### src/sac_pkg.sv
package sac_pkg;
    // word indices: the byte address on the bus is four times the index
    localparam logic [7:0] IDX_PIN_SEL = 8'h05;
    localparam logic [7:0] IDX_CONV_CTRL = 8'h06;
    localparam logic [7:0] IDX_OFS_PD = 8'h07;
    localparam logic [7:0] IDX_RES_HIGH = 8'h08;
    localparam logic [7:0] IDX_RES_LOW = 8'h09;
    localparam logic [7:0] IDX_IRQ_STATUS = 8'h0a;
    localparam logic [7:0] IDX_IRQ_MASK = 8'h0b;
    localparam logic [7:0] IDX_WAKE_CTRL = 8'h0c;
    localparam int ADDR_W = 8;
    localparam int ADDR_LSB = 2;
    localparam logic [1:0] RESP_OKAY = 2'h0;
    localparam logic [1:0] RESP_SLVERR = 2'h2;

    // converter_control, offset and result fields
    localparam int CC_REF_BIT = 7;
    localparam int CC_CKR_HI = 6;
    localparam int CC_CKR_LO = 5;
    localparam int CC_RUN_BIT = 4;
    localparam int CC_PWR_BIT = 3;
    localparam int CC_CH_HI = 2;
    localparam int OPD_PDE_BIT = 2;
    localparam logic [7:0] OPD_MASK = 8'h04;
    localparam int RES_W = 12;
    localparam int RES_SPLIT = 4;

    localparam logic [1:0] CKR_DIV4 = 2'h0;
    localparam logic [1:0] CKR_DIV1 = 2'h1;
    localparam logic [1:0] CKR_DIV16 = 2'h2;
    localparam logic [1:0] CKR_DIV2 = 2'h3;
    localparam logic [4:0] DIV_4 = 5'h04;
    localparam logic [4:0] DIV_1 = 5'h01;
    localparam logic [4:0] DIV_16 = 5'h10;
    localparam logic [4:0] DIV_2 = 5'h02;

    // sample-and-hold periods preceding the bit decisions
    localparam logic [3:0] SH_DIV4 = 4'h8;
    localparam logic [3:0] SH_DIV1 = 4'h4;
    localparam logic [3:0] SH_DIV16 = 4'hc;
    localparam logic [3:0] SH_DIV2 = 4'h4;

    localparam logic [3:0] MUX_HALF_SUPPLY = 4'h8;

    typedef struct packed {
        logic ref_ext;
        logic [1:0] clock_rate;
        logic conversion_run;
        logic converter_power_on;
        logic [2:0] channel_sel;
    } sac_ctrl_t;

    typedef enum logic [1:0] {ST_IDLE, ST_SAMPLE, ST_CONVERT} sac_state_t;
endpackage

### src/sac_adc_ctrl.sv
// Implementation choice: the AXI4-Lite slave port.
`timescale 1ns/1ns
// How it works
// - pin-select bit n routes pin n analog
// - external interrupt beats port on pin 0
// - reference bit: 0 internal, 1 external pin
// - clock field divides oscillator 4,1,16,2
// - writing run bit starts a conversion
// - hardware clears run; software zero ignored
// - power bit zero switches reference off
// - channel field selects analog input 0-7
// - offset register bits 7-3 read zero
// - power-detect bit forces half-supply input
// - completion loads result, clears run, flags
// - 12-bit successive approximation result
// - mux offers eight channels plus half-supply
// - flag sets regardless of enables
// - sleep: wake if enabled, else power off
module sac_adc_ctrl
    import sac_pkg::*;
#(
    parameter int NCH = 8
) (
    input wire logic clk,
    input wire logic rstn,
    input wire logic [ADDR_W-1:0] s_axi_awaddr,
    input wire logic s_axi_awvalid,
    output logic s_axi_awready,
    input wire logic [31:0] s_axi_wdata,
    input wire logic [3:0] s_axi_wstrb,
    input wire logic s_axi_wvalid,
    output logic s_axi_wready,
    output logic [1:0] s_axi_bresp,
    output logic s_axi_bvalid,
    input wire logic s_axi_bready,
    input wire logic [ADDR_W-1:0] s_axi_araddr,
    input wire logic s_axi_arvalid,
    output logic s_axi_arready,
    output logic [31:0] s_axi_rdata,
    output logic [1:0] s_axi_rresp,
    output logic s_axi_rvalid,
    input wire logic s_axi_rready,
    input wire logic cpu_sleep,
    input wire logic ext_int_enable,
    input wire logic comp_in,
    output logic [NCH-1:0] pin_analog_enable,
    output logic pin0_ext_int_sel,
    output logic pin0_port_sel,
    output logic ref_ext_sel,
    output logic ref_pin_is_port,
    output logic ref_power_on,
    output logic [3:0] mux_sel,
    output logic dac_enable,
    output logic [RES_W-1:0] dac_code,
    output logic sample_hold,
    output logic cpu_wake,
    output logic irq
);
    sac_ctrl_t ctrl_q;
    logic [NCH-1:0] pin_sel_q;
    logic pde_q, mask_q, wake_en_q, flag_q;
    logic [RES_W-1:0] result_q, trial_q;
    sac_state_t state_q;
    logic [4:0] pre_q;
    logic [3:0] cnt_q;
    logic cmp_s1_q, cmp_s2_q, slp_s1_q, slp_s2_q, intsel_s1_q, intsel_s2_q;
    logic aw_held_q, w_held_q;
    logic [ADDR_W-1:0] awaddr_q;
    logic [7:0] wdata_q;

    // comparator and sleep come from other domains
    always_ff @(posedge clk or negedge rstn) begin
        if (!rstn) begin
            {cmp_s1_q, cmp_s2_q, slp_s1_q, slp_s2_q} <= 4'h0;
            {intsel_s1_q, intsel_s2_q} <= 2'h0;
        end else begin
            cmp_s1_q <= comp_in;
            cmp_s2_q <= cmp_s1_q;
            slp_s1_q <= cpu_sleep;
            slp_s2_q <= slp_s1_q;
            intsel_s1_q <= ext_int_enable;
            intsel_s2_q <= intsel_s1_q;
        end
    end

    function automatic logic [4:0] div_of(input logic [1:0] c);
        unique case (c)
            CKR_DIV4: div_of = DIV_4;
            CKR_DIV1: div_of = DIV_1;
            CKR_DIV16: div_of = DIV_16;
            CKR_DIV2: div_of = DIV_2;
        endcase
    endfunction

    function automatic logic [3:0] sh_of(input logic [1:0] c);
        unique case (c)
            CKR_DIV4: sh_of = SH_DIV4;
            CKR_DIV1: sh_of = SH_DIV1;
            CKR_DIV16: sh_of = SH_DIV16;
            CKR_DIV2: sh_of = SH_DIV2;
        endcase
    endfunction

    // write channel: both halves may arrive in either order
    wire wr_fire = (aw_held_q || s_axi_awvalid) && (w_held_q || s_axi_wvalid) && !s_axi_bvalid;
    wire [ADDR_W-1:0] wr_byte_addr = aw_held_q ? awaddr_q : s_axi_awaddr;
    // word index; an unaligned byte address maps to no register
    wire [ADDR_W-1:0] wr_addr = (wr_byte_addr[ADDR_LSB-1:0] == '0)
        ? (wr_byte_addr >> ADDR_LSB) : '1;
    wire [7:0] wr_data = w_held_q ? wdata_q : s_axi_wdata[7:0];
    wire wr_lane0 = w_held_q ? 1'b1 : s_axi_wstrb[0];
    wire wr_ok = wr_fire && wr_lane0;
    wire wr_pin = wr_ok && wr_addr == IDX_PIN_SEL;
    wire wr_ctrl = wr_ok && wr_addr == IDX_CONV_CTRL;
    wire wr_opd = wr_ok && wr_addr == IDX_OFS_PD;
    wire wr_sts = wr_ok && wr_addr == IDX_IRQ_STATUS;
    wire wr_msk = wr_ok && wr_addr == IDX_IRQ_MASK;
    wire wr_wak = wr_ok && wr_addr == IDX_WAKE_CTRL;
    wire wr_mapped = wr_addr inside {IDX_PIN_SEL, IDX_CONV_CTRL, IDX_OFS_PD, IDX_RES_HIGH,
        IDX_RES_LOW, IDX_IRQ_STATUS, IDX_IRQ_MASK, IDX_WAKE_CTRL};

    // converter sequencing
    wire tick = (pre_q == 5'h01);
    wire start = wr_ctrl && wr_data[CC_RUN_BIT] && state_q == ST_IDLE;
    // a start write's own rate applies from the first period
    wire [1:0] rate_now = start ? wr_data[CC_CKR_HI:CC_CKR_LO] : ctrl_q.clock_rate;
    wire done = state_q == ST_CONVERT && tick && cnt_q == 4'h0;
    // sleep without wake enable shuts off
    wire sleep_off = done && slp_s2_q && !wake_en_q;

    always_ff @(posedge clk or negedge rstn) begin
        if (!rstn) begin
            state_q <= ST_IDLE;
            pre_q <= 5'h01;
            cnt_q <= 4'h0;
            trial_q <= '0;
        end else begin
            pre_q <= (tick || start) ? div_of(rate_now) : 5'(pre_q - 5'h01);
            unique case (state_q)
                ST_IDLE: if (start) begin
                    state_q <= ST_SAMPLE;
                    cnt_q <= 4'(sh_of(rate_now) - 4'h1);
                end
                ST_SAMPLE: if (tick) begin
                    if (cnt_q == 4'h0) begin
                        state_q <= ST_CONVERT;
                        cnt_q <= 4'(RES_W - 1);
                        trial_q <= 12'h800;
                    end else begin
                        cnt_q <= 4'(cnt_q - 4'h1);
                    end
                end
                ST_CONVERT: if (tick) begin
                    trial_q <= (cmp_s2_q ? trial_q : (trial_q & ~(12'h800 >> (4'(RES_W-1) - cnt_q))))
                        | ((cnt_q == 4'h0) ? 12'h000 : (12'h800 >> (4'(RES_W) - cnt_q)));
                    if (cnt_q == 4'h0) begin
                        state_q <= ST_IDLE;
                    end else begin
                        cnt_q <= 4'(cnt_q - 4'h1);
                    end
                end
                default: state_q <= ST_IDLE;
            endcase
        end
    end

    wire [RES_W-1:0] final_code = cmp_s2_q ? trial_q : (trial_q & 12'hffe);

    // registers
    always_ff @(posedge clk or negedge rstn) begin
        if (!rstn) begin
            pin_sel_q <= '0;
            ctrl_q <= '0;
            pde_q <= 1'b0;
            mask_q <= 1'b0;
            wake_en_q <= 1'b0;
            flag_q <= 1'b0;
            result_q <= '0;
        end else begin
            if (wr_pin) pin_sel_q <= wr_data[NCH-1:0];
            if (wr_ctrl) begin
                ctrl_q.ref_ext <= wr_data[CC_REF_BIT];
                ctrl_q.clock_rate <= wr_data[CC_CKR_HI:CC_CKR_LO];
                ctrl_q.channel_sel <= wr_data[CC_CH_HI:0];
            end
            if (sleep_off) ctrl_q.converter_power_on <= 1'b0;
            else if (wr_ctrl) ctrl_q.converter_power_on <= wr_data[CC_PWR_BIT];
            if (done) ctrl_q.conversion_run <= 1'b0;
            else if (start) ctrl_q.conversion_run <= 1'b1;
            if (wr_opd) pde_q <= wr_data[OPD_PDE_BIT];
            if (wr_msk) mask_q <= wr_data[0];
            if (wr_wak) wake_en_q <= wr_data[0];
            // load and flag, set beats clear
            if (done) begin
                result_q <= final_code;
                flag_q <= 1'b1;
            end else if (wr_sts && wr_data[0]) begin
                flag_q <= 1'b0;
            end
        end
    end

    wire [7:0] res_high = result_q[RES_W-1:RES_SPLIT];
    wire [7:0] res_low = {4'h0, result_q[RES_SPLIT-1:0]};
    wire [ADDR_W-1:0] rd_idx = (s_axi_araddr[ADDR_LSB-1:0] == '0)
        ? (s_axi_araddr >> ADDR_LSB) : '1;
    wire [7:0] rd_byte = (rd_idx == IDX_PIN_SEL) ? 8'(pin_sel_q)
        : (rd_idx == IDX_CONV_CTRL) ? ctrl_q
        : (rd_idx == IDX_OFS_PD) ? ({7'h00, pde_q} << OPD_PDE_BIT) & OPD_MASK
        : (rd_idx == IDX_RES_HIGH) ? res_high
        : (rd_idx == IDX_RES_LOW) ? res_low
        : (rd_idx == IDX_IRQ_STATUS) ? {7'h00, flag_q}
        : (rd_idx == IDX_IRQ_MASK) ? {7'h00, mask_q}
        : (rd_idx == IDX_WAKE_CTRL) ? {7'h00, wake_en_q} : 8'h00;
    wire rd_mapped = rd_idx inside {IDX_PIN_SEL, IDX_CONV_CTRL, IDX_OFS_PD, IDX_RES_HIGH,
        IDX_RES_LOW, IDX_IRQ_STATUS, IDX_IRQ_MASK, IDX_WAKE_CTRL};

    // bus slave handshakes
    always_ff @(posedge clk or negedge rstn) begin
        if (!rstn) begin
            aw_held_q <= 1'b0;
            w_held_q <= 1'b0;
            awaddr_q <= '0;
            wdata_q <= '0;
            s_axi_awready <= 1'b1;
            s_axi_wready <= 1'b1;
            s_axi_bvalid <= 1'b0;
            s_axi_bresp <= RESP_OKAY;
            s_axi_arready <= 1'b1;
            s_axi_rvalid <= 1'b0;
            s_axi_rdata <= '0;
            s_axi_rresp <= RESP_OKAY;
        end else begin
            if (s_axi_awvalid && s_axi_awready && !wr_fire) begin
                aw_held_q <= 1'b1;
                awaddr_q <= s_axi_awaddr;
                s_axi_awready <= 1'b0;
            end
            if (s_axi_wvalid && s_axi_wready && !wr_fire) begin
                w_held_q <= 1'b1;
                wdata_q <= s_axi_wdata[7:0];
                s_axi_wready <= 1'b0;
            end
            if (wr_fire) begin
                aw_held_q <= 1'b0;
                w_held_q <= 1'b0;
                s_axi_awready <= 1'b0;
                s_axi_wready <= 1'b0;
                s_axi_bvalid <= 1'b1;
                s_axi_bresp <= wr_mapped ? RESP_OKAY : RESP_SLVERR;
            end else if (s_axi_bvalid && s_axi_bready) begin
                s_axi_bvalid <= 1'b0;
                s_axi_awready <= 1'b1;
                s_axi_wready <= 1'b1;
            end
            if (s_axi_arvalid && s_axi_arready) begin
                s_axi_arready <= 1'b0;
                s_axi_rvalid <= 1'b1;
                s_axi_rdata <= {24'h000000, rd_byte};
                s_axi_rresp <= rd_mapped ? RESP_OKAY : RESP_SLVERR;
            end else if (s_axi_rvalid && s_axi_rready) begin
                s_axi_rvalid <= 1'b0;
                s_axi_arready <= 1'b1;
            end
        end
    end

    // outputs, all registered
    always_ff @(posedge clk or negedge rstn) begin
        if (!rstn) begin
            pin_analog_enable <= '0;
            pin0_ext_int_sel <= 1'b0;
            pin0_port_sel <= 1'b1;
            ref_ext_sel <= 1'b0;
            ref_pin_is_port <= 1'b1;
            ref_power_on <= 1'b0;
            mux_sel <= 4'h0;
            dac_enable <= 1'b0;
            dac_code <= '0;
            sample_hold <= 1'b0;
            cpu_wake <= 1'b0;
            irq <= 1'b0;
        end else begin
            pin_analog_enable <= pin_sel_q;
            // interrupt over port on pin 0
            pin0_ext_int_sel <= intsel_s2_q;
            pin0_port_sel <= !intsel_s2_q && !pin_sel_q[0];
            ref_ext_sel <= ctrl_q.ref_ext;
            ref_pin_is_port <= !ctrl_q.ref_ext;
            ref_power_on <= ctrl_q.converter_power_on;
            mux_sel <= pde_q ? MUX_HALF_SUPPLY : {1'b0, ctrl_q.channel_sel};
            dac_enable <= state_q == ST_CONVERT;
            dac_code <= trial_q;
            sample_hold <= state_q == ST_SAMPLE;
            cpu_wake <= done && slp_s2_q && wake_en_q;
            irq <= flag_q && mask_q;
        end
    end
endmodule

### config.mk
export PLATFORM = sky130hd
export DESIGN_NAME = sac_adc_ctrl
export DESIGN_NICKNAME = d
export VERILOG_FILES = /design/src/sac_pkg.sv /design/src/sac_adc_ctrl.sv
export SDC_FILE = /design/constraint.sdc
export NUM_CORES = 1
export LEC_CHECK = 0
export CAP_MARGIN = 0
export CORE_MARGIN = 5
export CORE_UTILIZATION = 40
export DETAILED_ROUTE_END_ITERATION = 6
export DONT_BUFFER_PORTS = 1
export SYNTH_ARGS = -nofsm -noshare
export SYNTH_HDL_FRONTEND = slang
export SYNTH_SLANG_ARGS = --single-unit
export TNS_END_PERCENT = 1
### constraint.sdc
create_clock -name clk -period 4.2 [get_ports clk]
set_clock_uncertainty 0.15 [all_clocks]
set_input_delay 0.21 -clock clk [delete_from_list [all_inputs] [get_ports clk]]
set_output_delay 0.21 -clock clk [all_outputs]
set_load 0.01 [all_outputs]
==> impl_metrics.tcl, run 1 <==
set metrics [dict create \
    outcome "finished clean" \
    power.total_mw 4.25 \
    overflow 0 \
    endpoint_kind "flop" \
    die_height_um 130 \
    first_iter_violations 177 \
    cts_num_sinks 127 \
    finalCriticalPeriod_ns 3.13 \
    cts_tree "yes" \
    async_flop_share_pct 100 \
    grt_pass1_wl_um 20700 \
    placed_cells 701 \
    finalNonFillerCells 764 \
    num_rows 43 \
    grtUsageTotal_pct 16.1 \
    nNetsFinal 649 \
    io_pins 136 \
    path_cells "or3b_1, a222oi_1, nand4_1, nor3_1, a21oi_1, a31oi_1" \
    holdPathEnd "s_axi_wready" \
    h-tree-depth 4 \
    slew_headroom_pct 37.2 \
    max_stage_delay_ns 0.69 \
    hp-class "in -> reg" \
    cp_top_family "simple AND/OR/NAND/NOR gates" \
    top_regs "dac_code (12), result_q (12), trial_q (12)" \
    synth_edf_count 0 \
    slowest_stage "a222oi_1" \
    critPathKind "reg -> reg" \
    vias_per_cell 5.19 \
    holdWs_ns 0.0319 \
    drc_errors 0 \
    areaGrowthSynthToFinish_pct 18.2 \
    seq_area_frac_synth_pct 55.6 \
    wl_um 13000 \
    startpoint_type "flop" \
    clk_latency_ns 0.41 \
    setup_ws_ns 1.07 \
    rsz0062_at_grt "no" \
    final_common_cell "dfrtp_1" \
    fmax_ghz 0.320 \
    cts_buffer_depth 2 \
    worstPathMaxFanout 15 \
    timing.rr.start "aw_held_q" \
    setup_viol 0 \
    arrival_ns 3.31 \
    die_w_um 130 \
    crit_required_ns 4.38 \
    cts_resized 0 \
    cts.clk_slew.worst_paths_ns 0.06 \
    p_per_area_nw_per_um2 628 \
    drive_gt1_share_pct 13.0 \
    fin_crit_sh_pct 74.5 \
    netlist_area_um2 5730 \
    timing.setup.tns_ns 0 \
    portBuffers 0 \
    cts_setup_buffers 0 \
    whs_path_depth 3 \
    worst_pin_slew_ns 0.942 \
    vias 3967 \
    first_global_vias 4095 \
    synthCells 532 \
    ys_types 50 \
    dp_hpwl_um 8840 \
    globalplace.congestion 0.855 \
    antenna_cells 0 \
    crit_buf_inv 0 \
    vdd_drop_max_v 0.000323 \
    final_cell_mix "dfrtp_1 (121), nand2_1 (108), o21ai_0 (32)" \
    core-area_um2 13900 \
    place_area_um2 5820 \
    drtAntennaViolNets 0 \
    rrSetupSlack_ns 1.07 \
    reg2reg_to "cnt_q[3]" \
    dieArea_um2 16800 \
    pre_cts_slack_ns 1.04 \
    drv_cap 0 \
    root_buffer "clkbuf_16" \
    synth_ff_type "dfrtp_1" \
    wl_per_cell_um 17.0 \
    ys.warnings.count 0 \
    antenna_found_initial 0 \
    reg2reg_depth 6 \
    hold_violations 0 \
    min_from "s_axi_wvalid" \
    fin_area_um2 6770 \
    grt_max_degree 128 \
    cts_made_buffers 17 \
    firstDrtPassIters 5 \
    final_util_pct 48.6 \
    p_leak_nw 3.09 \
    slew_violations 0 \
    syn_avg_cell_area_um2 10.8 \
    ys_seq_elements 127 \
    start_util_pct 41.1 \
]
## how the worst max path moves through the flow
| stage | to | start | cells after the start | slack (ns) |
|---|---|---|---|---|
| detailed placement | pin_sel_q[0] | aw_held_q | 4 | 1.04 |
| global placement | pin_sel_q[3] | aw_held_q | 4 | 1.08 |
| floorplan | trial_q[11] | pre_q[0] | 6 | 1.83 |
| global route | cnt_q[3] | aw_held_q | 6 | 0.83 |
| finish | cnt_q[3] | aw_held_q | 6 | 1.07 |
| CTS | pin_sel_q[0] | aw_held_q | 4 | 1.02 |
## what timing repair did
item,CTS,global route
endpoints found under the setup margin,0,0
hold endpoints to repair,167,0
hold buffers,31,0
## power breakdown
part	switching [mW]	internal, mW	leakage, nW
Clock	0.513	1.02	0.301
Sequential	0.275	1.48	1.65
Combinational	0.518	0.437	1.14
## cell type report
cell class,count,area [um2]
Sequential cell,127,3190
Tap cell,180,225
Clock inverter,10,159
Inverter,17,63.8
Clock buffer,22,464
Fill cell,1246,7170
Multi-Input combinational cell,375,2330
Timing Repair Buffer,33,343
## synth_stat cells, types with 2 or more instances
master	count	area, um2
xor2_1	2	17.5
nand3_1	8	40.0
a211oi_1	3	22.5
buf_4	27	203
o31ai_1	4	30.0
nand2_1	108	405
a21o_1	4	30.0
mux2i_1	11	110
or3b_1	3	26.3
or3_1	3	18.8
nor4_1	3	18.8
and3_1	3	18.8
o21ai_0	32	160
a2111oi_0	2	17.5
nand4_1	4	25.0
or2_2	2	12.5
and2_1	5	31.3
mux2_2	31	349
buf_1	2	7.51
clkbuf_1	9	33.8
a21oi_1	13	65.1
a22o_1	13	114
nand3b_1	7	52.6
ha_1	16	200
xnor2_1	3	26.3
nand2b_1	5	31.3
dfrtp_1	121	3030
nor2_1	22	82.6
inv_1	17	63.8
a221oi_1	4	35.0
dfstp_2	6	158
nor3b_1	2	15.0
a222oi_1	5	50.1
nor3_1	9	45.0
a31oi_1	5	31.3
nor2b_1	4	25.0
## routing by layer
metal / share of wire [%] / routed length, um / global-route usage [%]
met4: 2.3 / 296 / 8.44
met2: 48 / 6260 / 25.3
met3: 6.5 / 841 / 5.36
met5: 0 / 0 / 0
met1: 43 / 5560 / 19.8
## worst register-to-register path, stage by stage, from the launching register on
cell and delay, ns:
dfrtp_1 0.54, or3b_1 0.45, a222oi_1 0.69, nand4_1 0.63, nor3_1 0.34, a21oi_1 0.07
a31oi_1 0.17
## cells by family after synthesis
kind of cell    after synthesis  share of synthesized area [%]
compound gates               92                           10.6
other cells                   1                         0.0655
xor+xnor                      5                          0.765
mux                          42                           8.02
flops                       127                           55.6
buf+inv                      55                           5.37
fa+ha+maj                    16                           3.50
simple gates                194                           16.0
Power figures use the tool's default switching activity.
==> run 2: changes to the inputs <==
==> constraint.sdc (replaced) <==
create_clock -name clk -period 3.1 [get_ports clk]
set_clock_uncertainty 0.15 [all_clocks]
set_input_delay 0.155 -clock clk [delete_from_list [all_inputs] [get_ports clk]]
set_output_delay 0.155 -clock clk [all_outputs]
set_load 0.01 [all_outputs]
==> run 2 against run 1 <==
The flow now finishes with violations (negative hold slack). Critical path depth is the same. Routed wire length shrank 3.1%. Die area is the same. Sequential power grew 34%. Via count shrank 0.91%. Clock power grew 23%.
==> impl_metrics.tcl, run 2 (synthesized netlist as in run 1, its figures left out) <==
set metrics [dict create \
    top_regs "dac_code (12), result_q (12), trial_q (12)" \
    firstDrtPassIters 5 \
    vias 3931 \
    overflow 0 \
    cts_num_sinks 127 \
    startpoint_type "flop" \
    die_height_um 130 \
    power.total_mw 5.55 \
    fmax_ghz 0.376 \
    hold_violations 127 \
    grtUsageTotal_pct 16.0 \
    ctsHoldBuffers 30 \
    timing.setup.tns_ns 0 \
    worst_pin_slew_ns 0.652 \
    violations "negative hold slack" \
    p_per_area_nw_per_um2 820 \
    globalplace.congestion 0.895 \
    root_buffer "clkbuf_16" \
    clk_latency_ns 0.42 \
    reg2reg_depth 6 \
    portBuffers 0 \
    cts_tree "yes" \
    p_leak_nw 3.11 \
    grt_pass1_wl_um 20500 \
    h-tree-depth 4 \
    cts_setup_buffers 0 \
    outcome "finished, violations left" \
    rsz0062_at_grt "no" \
    vdd_drop_max_v 0.000435 \
    grt_max_degree 128 \
    slew_headroom_pct 56.1 \
    slew_violations 0 \
    fillers 1267 \
    vias_per_cell 5.09 \
    place_area_um2 5890 \
    die_w_um 130 \
    drc_errors 0 \
    first_iter_violations 199 \
    final_common_cell "dfrtp_1" \
    antenna_found_initial 0 \
    start_util_pct 41.1 \
    endpoint_kind "flop" \
    core-area_um2 13900 \
    critPathKind "reg -> reg" \
    wl_per_cell_um 16.3 \
    nNetsFinal 658 \
    worstPathMaxFanout 15 \
    drtAntennaViolNets 0 \
    dieArea_um2 16800 \
    num_rows 43 \
    hp-class "in -> async" \
    drive_gt1_share_pct 14.7 \
    first_global_vias 3996 \
    io_pins 136 \
    arrival_ns 2.81 \
    cts_buffer_depth 2 \
    antenna_cells 0 \
    final_cell_mix "dfrtp_1 (121), nand2_1 (108), o21ai_0 (32)" \
    cts.clk_slew.worst_paths_ns 0.06 \
    cts_made_buffers 17 \
    fin_crit_sh_pct 85.8 \
    drv_cap 0 \
    wl_um 12600 \
    fin_area_um2 6760 \
    holdWs_ns -0.714 \
    setup_viol 0 \
    crit_required_ns 3.25 \
    dp_hpwl_um 8790 \
    areaGrowthSynthToFinish_pct 18.1 \
    finalCriticalPeriod_ns 2.66 \
]
[run 2: changes by cell type in the layout (fill, tap and decap cells not counted)]
cell,change
buf_4,+10
buf_16,-1
inv_6,-1
clkbuf_1,-3
clkinv_2,+4
bufinv_16,-2
clkinv_4,+1
[run 2: where the power goes]
| part | internal (mW) | switching, mW |
|---|---|---|
| clock network | 1.21 | 0.697 |
| logic | 0.600 | 0.686 |
| registers | 2.01 | 0.346 |
| total | 3.82 | 1.73 |
[run 2: final timing paths]
| kind | end | slack [ns] | from |
|---|---|---|---|
| max | mask_q | 0.44 | aw_held_q |
| min | dac_code[2] | -0.71 | rstn |
| max reg2reg | mask_q | 0.44 | aw_held_q |
| min reg2reg | intsel_s2_q | 0.20 | intsel_s1_q |
| max in group asynchronous | pre_q[0] | 3.30 | rstn |
| min in group clk | flag_q | 0.04 | s_axi_awaddr[3] |
[run 2: through the flow]
| step | setup slack [ns] | instances | utilization [%] |
|---|---|---|---|
| global route | 0.295 | 772 | 48.5 |
| CTS | 0.442 | 772 | 48.5 |
| global placement | 0.489 | 711 | 42.3 |
| detailed placement | 0.469 | 711 | 42.3 |
| finish | 0.439 | 772 | 48.5 |
| floorplan | 0.728 | 557 | - |
[run 2: metal layers]
metal | part of all wire (%) | vias up | global-route usage (%) | routed length (um)
li1 | - | 1896 | - | -
met5 | 0 | - | 0 | 0
met2 | 48 | 110 | 25.4 | 5970
met3 | 7.1 | 20 | 5.15 | 893
met4 | 2.0 | 0 | 7.15 | 257
met1 | 43 | 1905 | 20.0 | 5430
[run 2: cell type report]
class / count / area (um2) / share of cell area (%)
sequential: 127 / 3190 / 47.1
clock buffer: 19 / 453 / 6.70
tap: 180 / 225 / 3.33
multi-input combinational: 375 / 2330 / 34.4
timing repair buffer: 42 / 390 / 5.77
clock inverter: 12 / 119 / 1.76
inverter: 17 / 63.8 / 0.943
[run 2: critical path, stage by stage (launching register included)]
cell and delay (ns):
dfrtp_1 0.64, or3b_1 0.41, and2_1 0.19, or3_1 0.41, or2_2 0.30, nor2_1 0.11, mux2_2 0.34
[run 2: repair_timing]
item,CTS,global route
hold endpoints to repair,178,127
endpoints found under the setup margin,0,0
gates resized for setup,0,0
